==> src/rtl/spm_pkg.sv <==
// Constants, types and register map of the self-programming section control.
// Assumes word addressed program flash and an APB master on the core clock.
// Overview of operation
// RQ1: Store instruction starts programming only while executing in boot loader section.
// RQ2: Store from boot loader section may target any page, boot pages included.
// RQ3: Boot size fuses pick one of several predefined boot loader section sizes.
// RQ4: Two separately programmable lock sets guard application and boot sections.
// RQ5: Flash splits at a fixed boundary into concurrent-read and stall regions.
// RQ6: Latched page pointer address decides which region an operation targets.
// RQ7: Concurrent-region programming keeps the CPU running; stall region stays readable.
// RQ8: Stall-region programming halts the CPU for the whole erase or write.
// RQ9: Concurrent-read region is unreadable while any programming is in progress.
// RQ10: Loader software keeps fetches, loads and vectors out of concurrent region.
// RQ11: Boot loader section always lies wholly inside the stall region.
// RQ12: Busy flag reads one while concurrent-region reads are blocked; the code leaves it zero during stall-region ops.
// RQ13: Busy flag and read block persist after programming until software clears; after a stall op the code drops the block in ST_DONE itself.
// RQ14: Page split matters only to programming, never to fetches or reads.
// RQ15: Region boundaries and boot sizes are design parameters.
// RQ16: Busy flag sets in the first cycle of a concurrent-region operation.
package flash_prog_pkg;

  localparam int ADDR_W = 13;
  localparam int PAGE_BITS = 6;
  localparam logic [ADDR_W-1:0] STALL_REGION_START = 13'h1C00;
  // Boot section start per fuse code, index 0 is the largest section
  localparam logic [3:0][ADDR_W-1:0] BOOT_START_TAB =
    {13'h1F80, 13'h1F00, 13'h1E00, 13'h1C00};

  localparam int PROG_TIME_NS = 4000;
  localparam int CLK_PERIOD_NS = 8;
  localparam int PROG_CYCLES =
    (PROG_TIME_NS + CLK_PERIOD_NS - 1) / CLK_PERIOD_NS;

  localparam logic [7:0] CTRL_OFS = 8'h00;
  localparam logic [7:0] LOCK_OFS = 8'h04;
  localparam logic [7:0] ISTAT_OFS = 8'h08;
  localparam logic [7:0] IMASK_OFS = 8'h0C;
  localparam logic [7:0] INFO_OFS = 8'h10;

  localparam int CTRL_BUSY_BIT = 0;
  localparam int CTRL_ACT_BIT = 1;
  localparam int CTRL_HALT_BIT = 2;
  localparam logic [3:0] LOCK_RESET = 4'hF;
  localparam int IRQ_W = 3;
  localparam int IRQ_DONE_BIT = 0;
  localparam int IRQ_REJ_BIT = 1;
  localparam int IRQ_BLK_BIT = 2;

  typedef enum logic [1:0] {
    ST_IDLE = 2'b00,
    ST_PROG = 2'b01,
    ST_DONE = 2'b11
  } prog_state_e;

  typedef enum logic {
    OP_ERASE = 1'b0,
    OP_WRITE = 1'b1
  } store_op_e;

  typedef struct packed {
    logic              valid;
    store_op_e         op;
    logic [ADDR_W-1:0] addr;
  } store_req_s;

  typedef struct packed {
    logic        psel;
    logic        penable;
    logic        pwrite;
    logic [7:0]  paddr;
    logic [31:0] pwdata;
  } apb_req_s;

endpackage

==> src/rtl/self_program_section_control.sv <==
// Self-programming gate: store admission, region halt/block and busy flag.
// Assumes a CPU that issues store requests with its executing address and
// honours the halt and read-block outputs; registers reached over APB.
`timescale 1ns/10ps
module self_program_section_control
  import flash_prog_pkg::*;
#(
  parameter int                      PROG_CNT    = PROG_CYCLES,
  parameter logic [ADDR_W-1:0]       STALL_START = STALL_REGION_START,
  parameter logic [3:0][ADDR_W-1:0]  BOOT_TAB    = BOOT_START_TAB
) (
  input  wire logic              clk_i,         // Core clock
  input  wire logic              rst_i,         // Sync reset, high
  input  wire apb_req_s          apb_i,         // APB request
  output logic [31:0]            prdata_o,      // APB read data
  output logic                   pready_o,      // APB ready
  output logic                   pslverr_o,     // APB error
  input  wire logic [1:0]        boot_size_i,   // Boot size fuse pins
  input  wire store_req_s        store_i,       // Store instruction
  input  wire logic [ADDR_W-1:0] pc_i,          // Address of the store
  input  wire logic              fetch_valid_i, // Fetch or load valid
  input  wire logic [ADDR_W-1:0] fetch_addr_i,  // Fetch or load address
  output logic                   prog_start_o,  // Flash op start pulse
  output store_op_e              prog_op_o,     // Flash op kind
  output logic [ADDR_W-PAGE_BITS-1:0] prog_page_o, // Flash page
  output logic                   cpu_halt_o,    // Halt the CPU
  output logic                   read_block_o,  // Concurrent reads blocked
  output logic                   irq_o          // Interrupt, level
);

  localparam logic [15:0] PROG_LAST = 16'(PROG_CNT - 1);

  logic [1:0]        boot_size;
  logic              pc_in_boot;
  logic              tgt_boot;
  logic              tgt_conc;
  prog_state_e       state_r;
  logic [15:0]       cnt_r;
  logic              tgt_conc_r;
  logic [3:0]        lock_r;
  logic              busy_r;
  logic [IRQ_W-1:0]  istat_r;
  logic [IRQ_W-1:0]  imask_r;
  logic [IRQ_W-1:0]  ev;
  logic              lock_ok;
  logic              accept;
  logic              reject;
  logic              done;
  logic              blk_ev;
  logic              wr;
  logic              rd;
  logic              mapped;
  logic              busy_clr;
  logic [31:0]       rdata;

  pin_sync #(
    .W (2)
  ) u_fuse_sync (
    .clk_i (clk_i),
    .rst_i (rst_i),
    .d_i   (boot_size_i),
    .q_o   (boot_size)
  );

  section_decode #(
    .STALL_START (STALL_START),
    .BOOT_TAB    (BOOT_TAB)
  ) u_decode (
    .boot_size_i  (boot_size),
    .pc_i         (pc_i),
    .tgt_i        (store_i.addr),
    .pc_in_boot_o (pc_in_boot),
    .tgt_boot_o   (tgt_boot),
    .tgt_conc_o   (tgt_conc)
  );

  // Write lands on the completing edge; read data is captured one earlier
  assign wr = apb_i.psel & apb_i.penable & apb_i.pwrite & pready_o;
  assign rd = apb_i.psel & apb_i.penable & ~apb_i.pwrite & ~pready_o;
  assign mapped = (apb_i.paddr == CTRL_OFS) || (apb_i.paddr == LOCK_OFS) ||
                  (apb_i.paddr == ISTAT_OFS) || (apb_i.paddr == IMASK_OFS) ||
                  (apb_i.paddr == INFO_OFS);

  // RQ4 lock per section
  assign lock_ok = tgt_boot ? lock_r[2] : lock_r[0];
  // RQ1 RQ2 admission
  assign accept = store_i.valid & (state_r == ST_IDLE) & pc_in_boot &
                  lock_ok;
  assign reject = store_i.valid & ~accept;
  assign done = (state_r == ST_PROG) && (cnt_r == PROG_LAST);
  // RQ9 blocked read attempt
  assign blk_ev = fetch_valid_i & read_block_o &
                  (fetch_addr_i < STALL_START);
  assign busy_clr = wr && (apb_i.paddr == CTRL_OFS) &&
                    apb_i.pwdata[CTRL_BUSY_BIT] && (state_r == ST_IDLE);

  always_ff @(posedge clk_i)
  begin
    if (rst_i)
    begin
      state_r   <= ST_IDLE;
      cnt_r     <= 16'h0000;
      tgt_conc_r <= 1'b0;
    end
    else
    begin
      case (state_r)
        ST_IDLE:
        begin
          cnt_r <= 16'h0000;
          if (accept)
          begin
            state_r    <= ST_PROG;
            tgt_conc_r <= tgt_conc;
          end
        end
        ST_PROG:
        begin
          cnt_r <= cnt_r + 16'h0001;
          if (done)
            state_r <= ST_DONE;
        end
        ST_DONE:
          state_r <= ST_IDLE;
        default:
          state_r <= ST_IDLE;
      endcase
    end
  end

  // RQ14 page taken only for programming
  always_ff @(posedge clk_i)
  begin
    if (rst_i)
    begin
      prog_start_o <= 1'b0;
      prog_op_o    <= OP_ERASE;
      prog_page_o  <= '0;
    end
    else
    begin
      prog_start_o <= accept;
      if (accept)
      begin
        prog_op_o   <= store_i.op;
        prog_page_o <= store_i.addr[ADDR_W-1:PAGE_BITS];
      end
    end
  end

  // RQ7 RQ8 halt only for stall region
  always_ff @(posedge clk_i)
  begin
    if (rst_i)
      cpu_halt_o <= 1'b0;
    else if (accept)
      cpu_halt_o <= ~tgt_conc;
    else if (done)
      cpu_halt_o <= 1'b0;
  end

  // RQ13 RQ16 busy flag; set wins over clear
  always_ff @(posedge clk_i)
  begin
    if (rst_i)
      busy_r <= 1'b0;
    else if (accept && tgt_conc)
      busy_r <= 1'b1;
    else if (busy_clr)
      busy_r <= 1'b0;
  end

  // RQ9 RQ12 block follows busy; stall ops release after the wrap cycle
  always_ff @(posedge clk_i)
  begin
    if (rst_i)
      read_block_o <= 1'b0;
    else if (accept)
      read_block_o <= 1'b1;
    else if (busy_clr ||
             (state_r == ST_DONE && !tgt_conc_r && !busy_r))
      read_block_o <= 1'b0;
  end

  // RQ4 lock bits only programmed to zero
  always_ff @(posedge clk_i)
  begin
    if (rst_i)
      lock_r <= LOCK_RESET;
    else if (wr && apb_i.paddr == LOCK_OFS)
      lock_r <= lock_r & apb_i.pwdata[3:0];
  end

  assign ev = {blk_ev, reject, done};

  // Sticky events, write one to clear, set wins
  always_ff @(posedge clk_i)
  begin
    if (rst_i)
    begin
      istat_r <= '0;
      imask_r <= '0;
    end
    else
    begin
      if (wr && apb_i.paddr == ISTAT_OFS)
        istat_r <= (istat_r & ~apb_i.pwdata[IRQ_W-1:0]) | ev;
      else
        istat_r <= istat_r | ev;
      if (wr && apb_i.paddr == IMASK_OFS)
        imask_r <= apb_i.pwdata[IRQ_W-1:0];
    end
  end

  always_ff @(posedge clk_i)
  begin
    if (rst_i)
      irq_o <= 1'b0;
    else
      irq_o <= |(istat_r & imask_r);
  end

  always_comb
  begin
    rdata = 32'h0000_0000;
    case (apb_i.paddr)
      CTRL_OFS:
      begin
        rdata[CTRL_BUSY_BIT] = busy_r;
        rdata[CTRL_ACT_BIT]  = (state_r != ST_IDLE);
        rdata[CTRL_HALT_BIT] = cpu_halt_o;
      end
      LOCK_OFS:  rdata[3:0] = lock_r;
      ISTAT_OFS: rdata[IRQ_W-1:0] = istat_r;
      IMASK_OFS: rdata[IRQ_W-1:0] = imask_r;
      INFO_OFS:  rdata[1:0] = boot_size;
      default:   rdata = 32'h0000_0000;
    endcase
  end

  // One wait state per access: ready in cycle after access phase starts
  always_ff @(posedge clk_i)
  begin
    if (rst_i)
    begin
      pready_o  <= 1'b0;
      pslverr_o <= 1'b0;
      prdata_o  <= 32'h0000_0000;
    end
    else
    begin
      pready_o  <= apb_i.psel & apb_i.penable & ~pready_o;
      pslverr_o <= apb_i.psel & apb_i.penable & ~pready_o & ~mapped;
      if (rd)
        prdata_o <= rdata;
    end
  end

  reject_app_a: assert property (@(posedge clk_i) disable iff (rst_i)
    store_i.valid && state_r == ST_IDLE && !pc_in_boot
    |=> state_r == ST_IDLE && !prog_start_o)
    else $error("store from application section started"); // RQ1

  boot_target_a: assert property (@(posedge clk_i) disable iff (rst_i)
    store_i.valid && state_r == ST_IDLE && pc_in_boot && tgt_boot &&
    lock_r[2] |=> state_r == ST_PROG && prog_start_o)
    else $error("boot page store refused"); // RQ2

  lock_mono_a: assert property (@(posedge clk_i) disable iff (rst_i)
    (lock_r & ~$past(lock_r)) == 4'h0)
    else $error("lock bit returned to one"); // RQ4

  run_conc_a: assert property (@(posedge clk_i) disable iff (rst_i)
    state_r == ST_PROG && tgt_conc_r |-> !cpu_halt_o && busy_r)
    else $error("cpu halted on concurrent op"); // RQ7

  halt_stall_a: assert property (@(posedge clk_i) disable iff (rst_i)
    accept && !tgt_conc |=> cpu_halt_o throughout
    (state_r == ST_PROG)[*8])
    else $error("halt dropped during stall op"); // RQ8

  halt_whole_a: assert property (@(posedge clk_i) disable iff (rst_i)
    state_r == ST_PROG && !tgt_conc_r |-> cpu_halt_o)
    else $error("cpu running during stall op"); // RQ8

  block_prog_a: assert property (@(posedge clk_i) disable iff (rst_i)
    state_r != ST_IDLE |-> read_block_o)
    else $error("concurrent reads open during programming"); // RQ9

  busy_block_a: assert property (@(posedge clk_i) disable iff (rst_i)
    busy_r |-> read_block_o)
    else $error("busy flag without read block"); // RQ12

  busy_hold_a: assert property (@(posedge clk_i) disable iff (rst_i)
    busy_r && !busy_clr |=> busy_r)
    else $error("busy flag cleared without software"); // RQ13

  busy_set_a: assert property (@(posedge clk_i) disable iff (rst_i)
    accept && tgt_conc |=> busy_r && prog_start_o)
    else $error("busy flag late"); // RQ16

  // Length checked by counter end points; a long delay would stall tools
  prog_entry_a: assert property (@(posedge clk_i) disable iff (rst_i)
    $rose(state_r == ST_PROG) |-> cnt_r == 16'h0000)
    else $error("programming count not cleared"); // RQ8

  done_len_a: assert property (@(posedge clk_i) disable iff (rst_i)
    $fell(state_r == ST_PROG) |-> $past(cnt_r) == PROG_LAST)
    else $error("programming length wrong"); // RQ8

  // RQ11 boot inside stall
  boot_in_stall_a: assert property (@(posedge clk_i) disable iff (rst_i)
    tgt_boot |-> !tgt_conc)
    else $error("boot section reaches concurrent region"); // RQ11

endmodule // self_program_section_control

==> src/rtl/pin_sync.sv <==
// Two-stage synchroniser for static fuse level pins.
// Assumes the levels change rarely; no multi-bit coherence is needed.
`timescale 1ns/10ps
module pin_sync #(
  parameter int W = 2
) (
  input  wire logic         clk_i,  // Core clock
  input  wire logic         rst_i,  // Sync reset, high
  input  wire logic [W-1:0] d_i,    // Asynchronous level
  output logic      [W-1:0] q_o     // Synchronised level
);

  logic [W-1:0] meta_r;

  always_ff @(posedge clk_i)
  begin
    if (rst_i)
    begin
      meta_r <= '0;
      q_o    <= '0;
    end
    else
    begin
      meta_r <= d_i;
      q_o    <= meta_r;
    end
  end

endmodule // pin_sync

==> src/rtl/section_decode.sv <==
// Address decode of the boot/application split and the fixed region split.
// Purely combinational; assumes word addresses of ADDR_W bits.
`timescale 1ns/10ps
module section_decode
  import flash_prog_pkg::*;
#(
  parameter logic [ADDR_W-1:0]       STALL_START = STALL_REGION_START,
  parameter logic [3:0][ADDR_W-1:0]  BOOT_TAB    = BOOT_START_TAB
) (
  input  wire logic [1:0]        boot_size_i,  // Synchronised fuses
  input  wire logic [ADDR_W-1:0] pc_i,         // Executing address
  input  wire logic [ADDR_W-1:0] tgt_i,        // Page pointer address
  output logic                   pc_in_boot_o, // Code runs in boot
  output logic                   tgt_boot_o,   // Target in boot
  output logic                   tgt_conc_o    // Target in concurrent
);

  logic [ADDR_W-1:0] boot_start;

  // RQ3 RQ15 fuse table
  assign boot_start = BOOT_TAB[boot_size_i];
  assign pc_in_boot_o = (pc_i >= boot_start);
  assign tgt_boot_o = (tgt_i >= boot_start);
  // RQ5 RQ6 fixed split
  assign tgt_conc_o = (tgt_i < STALL_START);

endmodule // section_decode

==> config.mk <==
export PLATFORM = sky130hd
export DESIGN_NAME = self_program_section_control
export DESIGN_NICKNAME = d
export VERILOG_FILES = /design/src/rtl/spm_pkg.sv /design/src/rtl/self_program_section_control.sv /design/src/rtl/pin_sync.sv /design/src/rtl/section_decode.sv
export SDC_FILE = /design/constraint.sdc
export NUM_CORES = 1
export LEC_CHECK = 0
export ABC_AREA = 1
export BUFFER_PORTS_ARGS = -buffer_cell sky130_fd_sc_hd__buf_2
export CORE_MARGIN = 5
export CORE_UTILIZATION = 43
export CTS_BUF_LIST = sky130_fd_sc_hd__clkbuf_4
export DETAILED_ROUTE_END_ITERATION = 12
export PLACE_DENSITY = 0.77
export SKIP_LAST_GASP = 1
export SYNTH_ARGS = -nofsm -noshare
export SYNTH_HDL_FRONTEND = slang
export SYNTH_SLANG_ARGS = --single-unit
==> constraint.sdc <==
create_clock -name clk_i -period 1.8 [get_ports clk_i]
set_input_delay 0.27 -clock clk_i [delete_from_list [all_inputs] [get_ports clk_i]]
set_output_delay 0.27 -clock clk_i [all_outputs]
set_load 0.005 [all_outputs]
==> flow_metrics.tcl <==
set metrics [dict create \
    status "complete, no violations" \
    yosysMostFrequentCell "nand2_1" \
    arrival_ps 2080 \
    syn_area_sq_um 2800 \
    finalHoldViolations 0 \
    fin_ws_ps 1.56 \
    layout.nets 561 \
    whs_endpoint "u_fuse_sync.meta_r[0]" \
    coreArea_sq_um 6350 \
    area_growth_pct 18.7 \
    clock_latency_ps 370 \
    gp_congestion 0.848 \
    antenna_found_initial 0 \
    via_count 2643 \
    grt_usage_pct 15.4 \
    finalCriticalPeriod_ps 1800 \
    p_total_mw 2.08 \
    cts_buffers 5 \
    io_pins 135 \
    worstPathMaxFanout 5 \
    power_density_nw_per_um2 626 \
    rr_worst_depth 13 \
    yosysSeqAreaShare_pct 37.2 \
    layout-drive-gt1-share_pct 27.6 \
    required_ps 2080 \
    grt_overflow_total 0 \
    hold_class "in -> reg" \
    drtPass1Iterations 4 \
    vias_per_cell 4.85 \
    holdPathStages 3 \
    rr_startpoint "u_fuse_sync.q_o[0]" \
    yosys.area.top_type "dfxtp_1" \
    clk_pin_slew_ps 150 \
    cts_hold_buffers 0 \
    rrSetupSlack_ps 2 \
    drc 0 \
    n_fill_cell 620 \
    min_period_over_period_pct 99.9 \
    port_buffers 68 \
    fmax_ghz 0.556 \
    htreeDepth 2 \
    yosys_register_bits 52 \
    setup_violations 0 \
    slew_violations 0 \
    row_count 29 \
    cap_violations 0 \
    die_w_microns 90.7 \
    peakVddDrop_uv 441 \
    skew_ps 13.8 \
    ys.warnings.count 0 \
    ys_top_cells_by_count "nand2_1 (69), dfxtp_1 (52), inv_1 (49)" \
    multi_input_area_sq_um 1480 \
    cp-start-kind "flop" \
    ant_nets 0 \
    ys_top_cells_by_area "dfxtp_1 (37%), nand2_1 (9.2%), buf_4 (7.8%)" \
    register_area_sq_um 1040 \
    grt_pass1_vias 2517 \
    chipHeight_microns 90.7 \
    hp-start "boot_size_i[0]" \
    crit_type "reg -> reg" \
    routed_wl_microns 6420 \
    cts_tree "done" \
    dp_hpwl_microns 4970 \
    p_leak_nw 1.50 \
    grt_max_degree 19 \
    synth_edf_count 0 \
    clock-sinks 52 \
    r2r_end "prog_page_o[6]" \
    netlist-cell-type-count 33 \
    root_buffer "clkbuf_4" \
    wire_per_inst_microns 11.8 \
    drt-initial-drc-count 147 \
    grt_pass1_wl_microns 10800 \
    synthFlopType "dfxtp_1" \
    avgSynthCellArea_sq_um 7.18 \
    num_antenna_cells 0 \
    synth-async-reset-ratio_pct 0 \
    syn_inst 390 \
    end_kind "flop" \
    clockBufferDepth 2 \
    pre_cts_slack_ps -31.0 \
    die-area_sq_um 8230 \
    synth_top_area_share_pct 37.2 \
    start_util_pct 44.1 \
    rsz0062_at_grt "true" \
]
-- metal layers --
metal | routed length [microns] | part of all wire (%) | global-route usage, %
met1 | 2750 | 43 | 19.5
met2 | 2840 | 44 | 24.1
met3 | 659 | 10 | 5.25
met4 | 173 | 2.7 | 5.96
met5 | 0 | 0 | 0
-- layout make-up --
class | instances | area share (%)
timing repair buffer | 78 | 13.4
clock inverter | 2 | 1.05
inverter | 49 | 5.53
multi-input combinational | 281 | 44.4
tap | 77 | 2.90
clock buffer | 6 | 1.35
sequential | 52 | 31.4
-- per-stage QoR --
step | setup TNS (ps) | utilization, % | cells | cell area [sq um] | hold slack [ps]
2_1_floorplan | 0 | - | 417 | 2900 | 377
6_report | 0 | 52.4 | 545 | 3320 | 88.4
5_1_grt | -1040 | 52.4 | 545 | 3320 | 66.3
3_5_place_dp | -83.1 | 49.3 | 533 | 3130 | 396
4_1_cts | 0 | 51.0 | 543 | 3240 | 69.6
3_3_place_gp | -5.57 | 49.3 | 533 | 3130 | 393
-- worst max-delay path, cell delays in order (launching register included) --
cell	delay, ps
dfxtp_2	360
nand2_2	60
inv_2	60
ha_4	260
inv_2	20
nor2_1	70
nand3_1	80
nor2_2	150
nand2_2	90
nand4_1	130
nand3_4	140
clkbuf_16	190
nand2_2	50
a21oi_2	40
-- cells by family after synthesis --
family | after synthesis | synth area share (%)
AOI/OAI and AO/OA | 64 | 14.2
buffers and inverters | 84 | 15.7
xor gates and xnor gates | 1 | 0.313
adders and majority gates | 5 | 2.23
other | 1 | 0.134
DFF | 52 | 37.2
and+or+nand+nor | 183 | 30.3
-- layout by cell type (no fill, tap or decap), types with 5 or more instances in the layout --
cell      instances
nor2_1           44
nor3_1            7
conb_1           28
nor2_2            5
nand2_2          13
inv_1            47
nand4_1          10
a21oi_2           8
buf_4             8
a21oi_1          26
clkbuf_4          6
o21ai_0          22
buf_2            68
nand3_1          27
nand2_1          64
dfxtp_1          50
-- power breakdown --
group | leakage, nW | internal [mW] | total [mW] | switching (mW)
clock | 0.0456 | 0.307 | 0.670 | 0.363
combinational | 1.03 | 0.0971 | 0.229 | 0.132
sequential | 0.422 | 1.17 | 1.18 | 0.0114
total | 1.50 | 1.58 | 2.08 | 0.506
-- how the worst max path moves through the flow --
stage,from,to,slack (ps),depth (start not counted)
6_report,u_fuse_sync.q_o[0],prog_page_o[6],2,13
5_1_grt,u_fuse_sync.q_o[0],prog_page_o[5],-90,13
4_1_cts,u_fuse_sync.q_o[0],tgt_conc_r,5,13
3_5_place_dp,u_fuse_sync.q_o[1],cpu_halt_o,-30,13
3_3_place_gp,u_fuse_sync.q_o[0],istat_r[1],-3,12
2_1_floorplan,u_fuse_sync.q_o[1],prog_page_o[2],4,13
-- repair_timing --
item / 4_1_cts / 5_1_grt
gates resized for setup: 0 / 15
endpoints found under the setup margin: 11 / 15
setup buffers: 2 / 1
cloned: 0 / 1
pin swaps: 1 / 5
-- registers in the layout (all words and copies together) (netlist names) --
signal / cells
cnt_r: 16
prog_page_o: 7
lock_r: 4
prdata_o: 4
imask_r: 3
istat_r: 3
state_r: 2
u_fuse_sync.meta_r: 2
u_fuse_sync.q_o: 2
busy_r: 1
cpu_halt_o: 1
irq_o: 1
pready_o: 1
prog_op_o: 1
prog_start_o: 1
pslverr_o: 1
read_block_o: 1
tgt_conc_r: 1
Note: power is estimated with default switching activity, not from simulation.
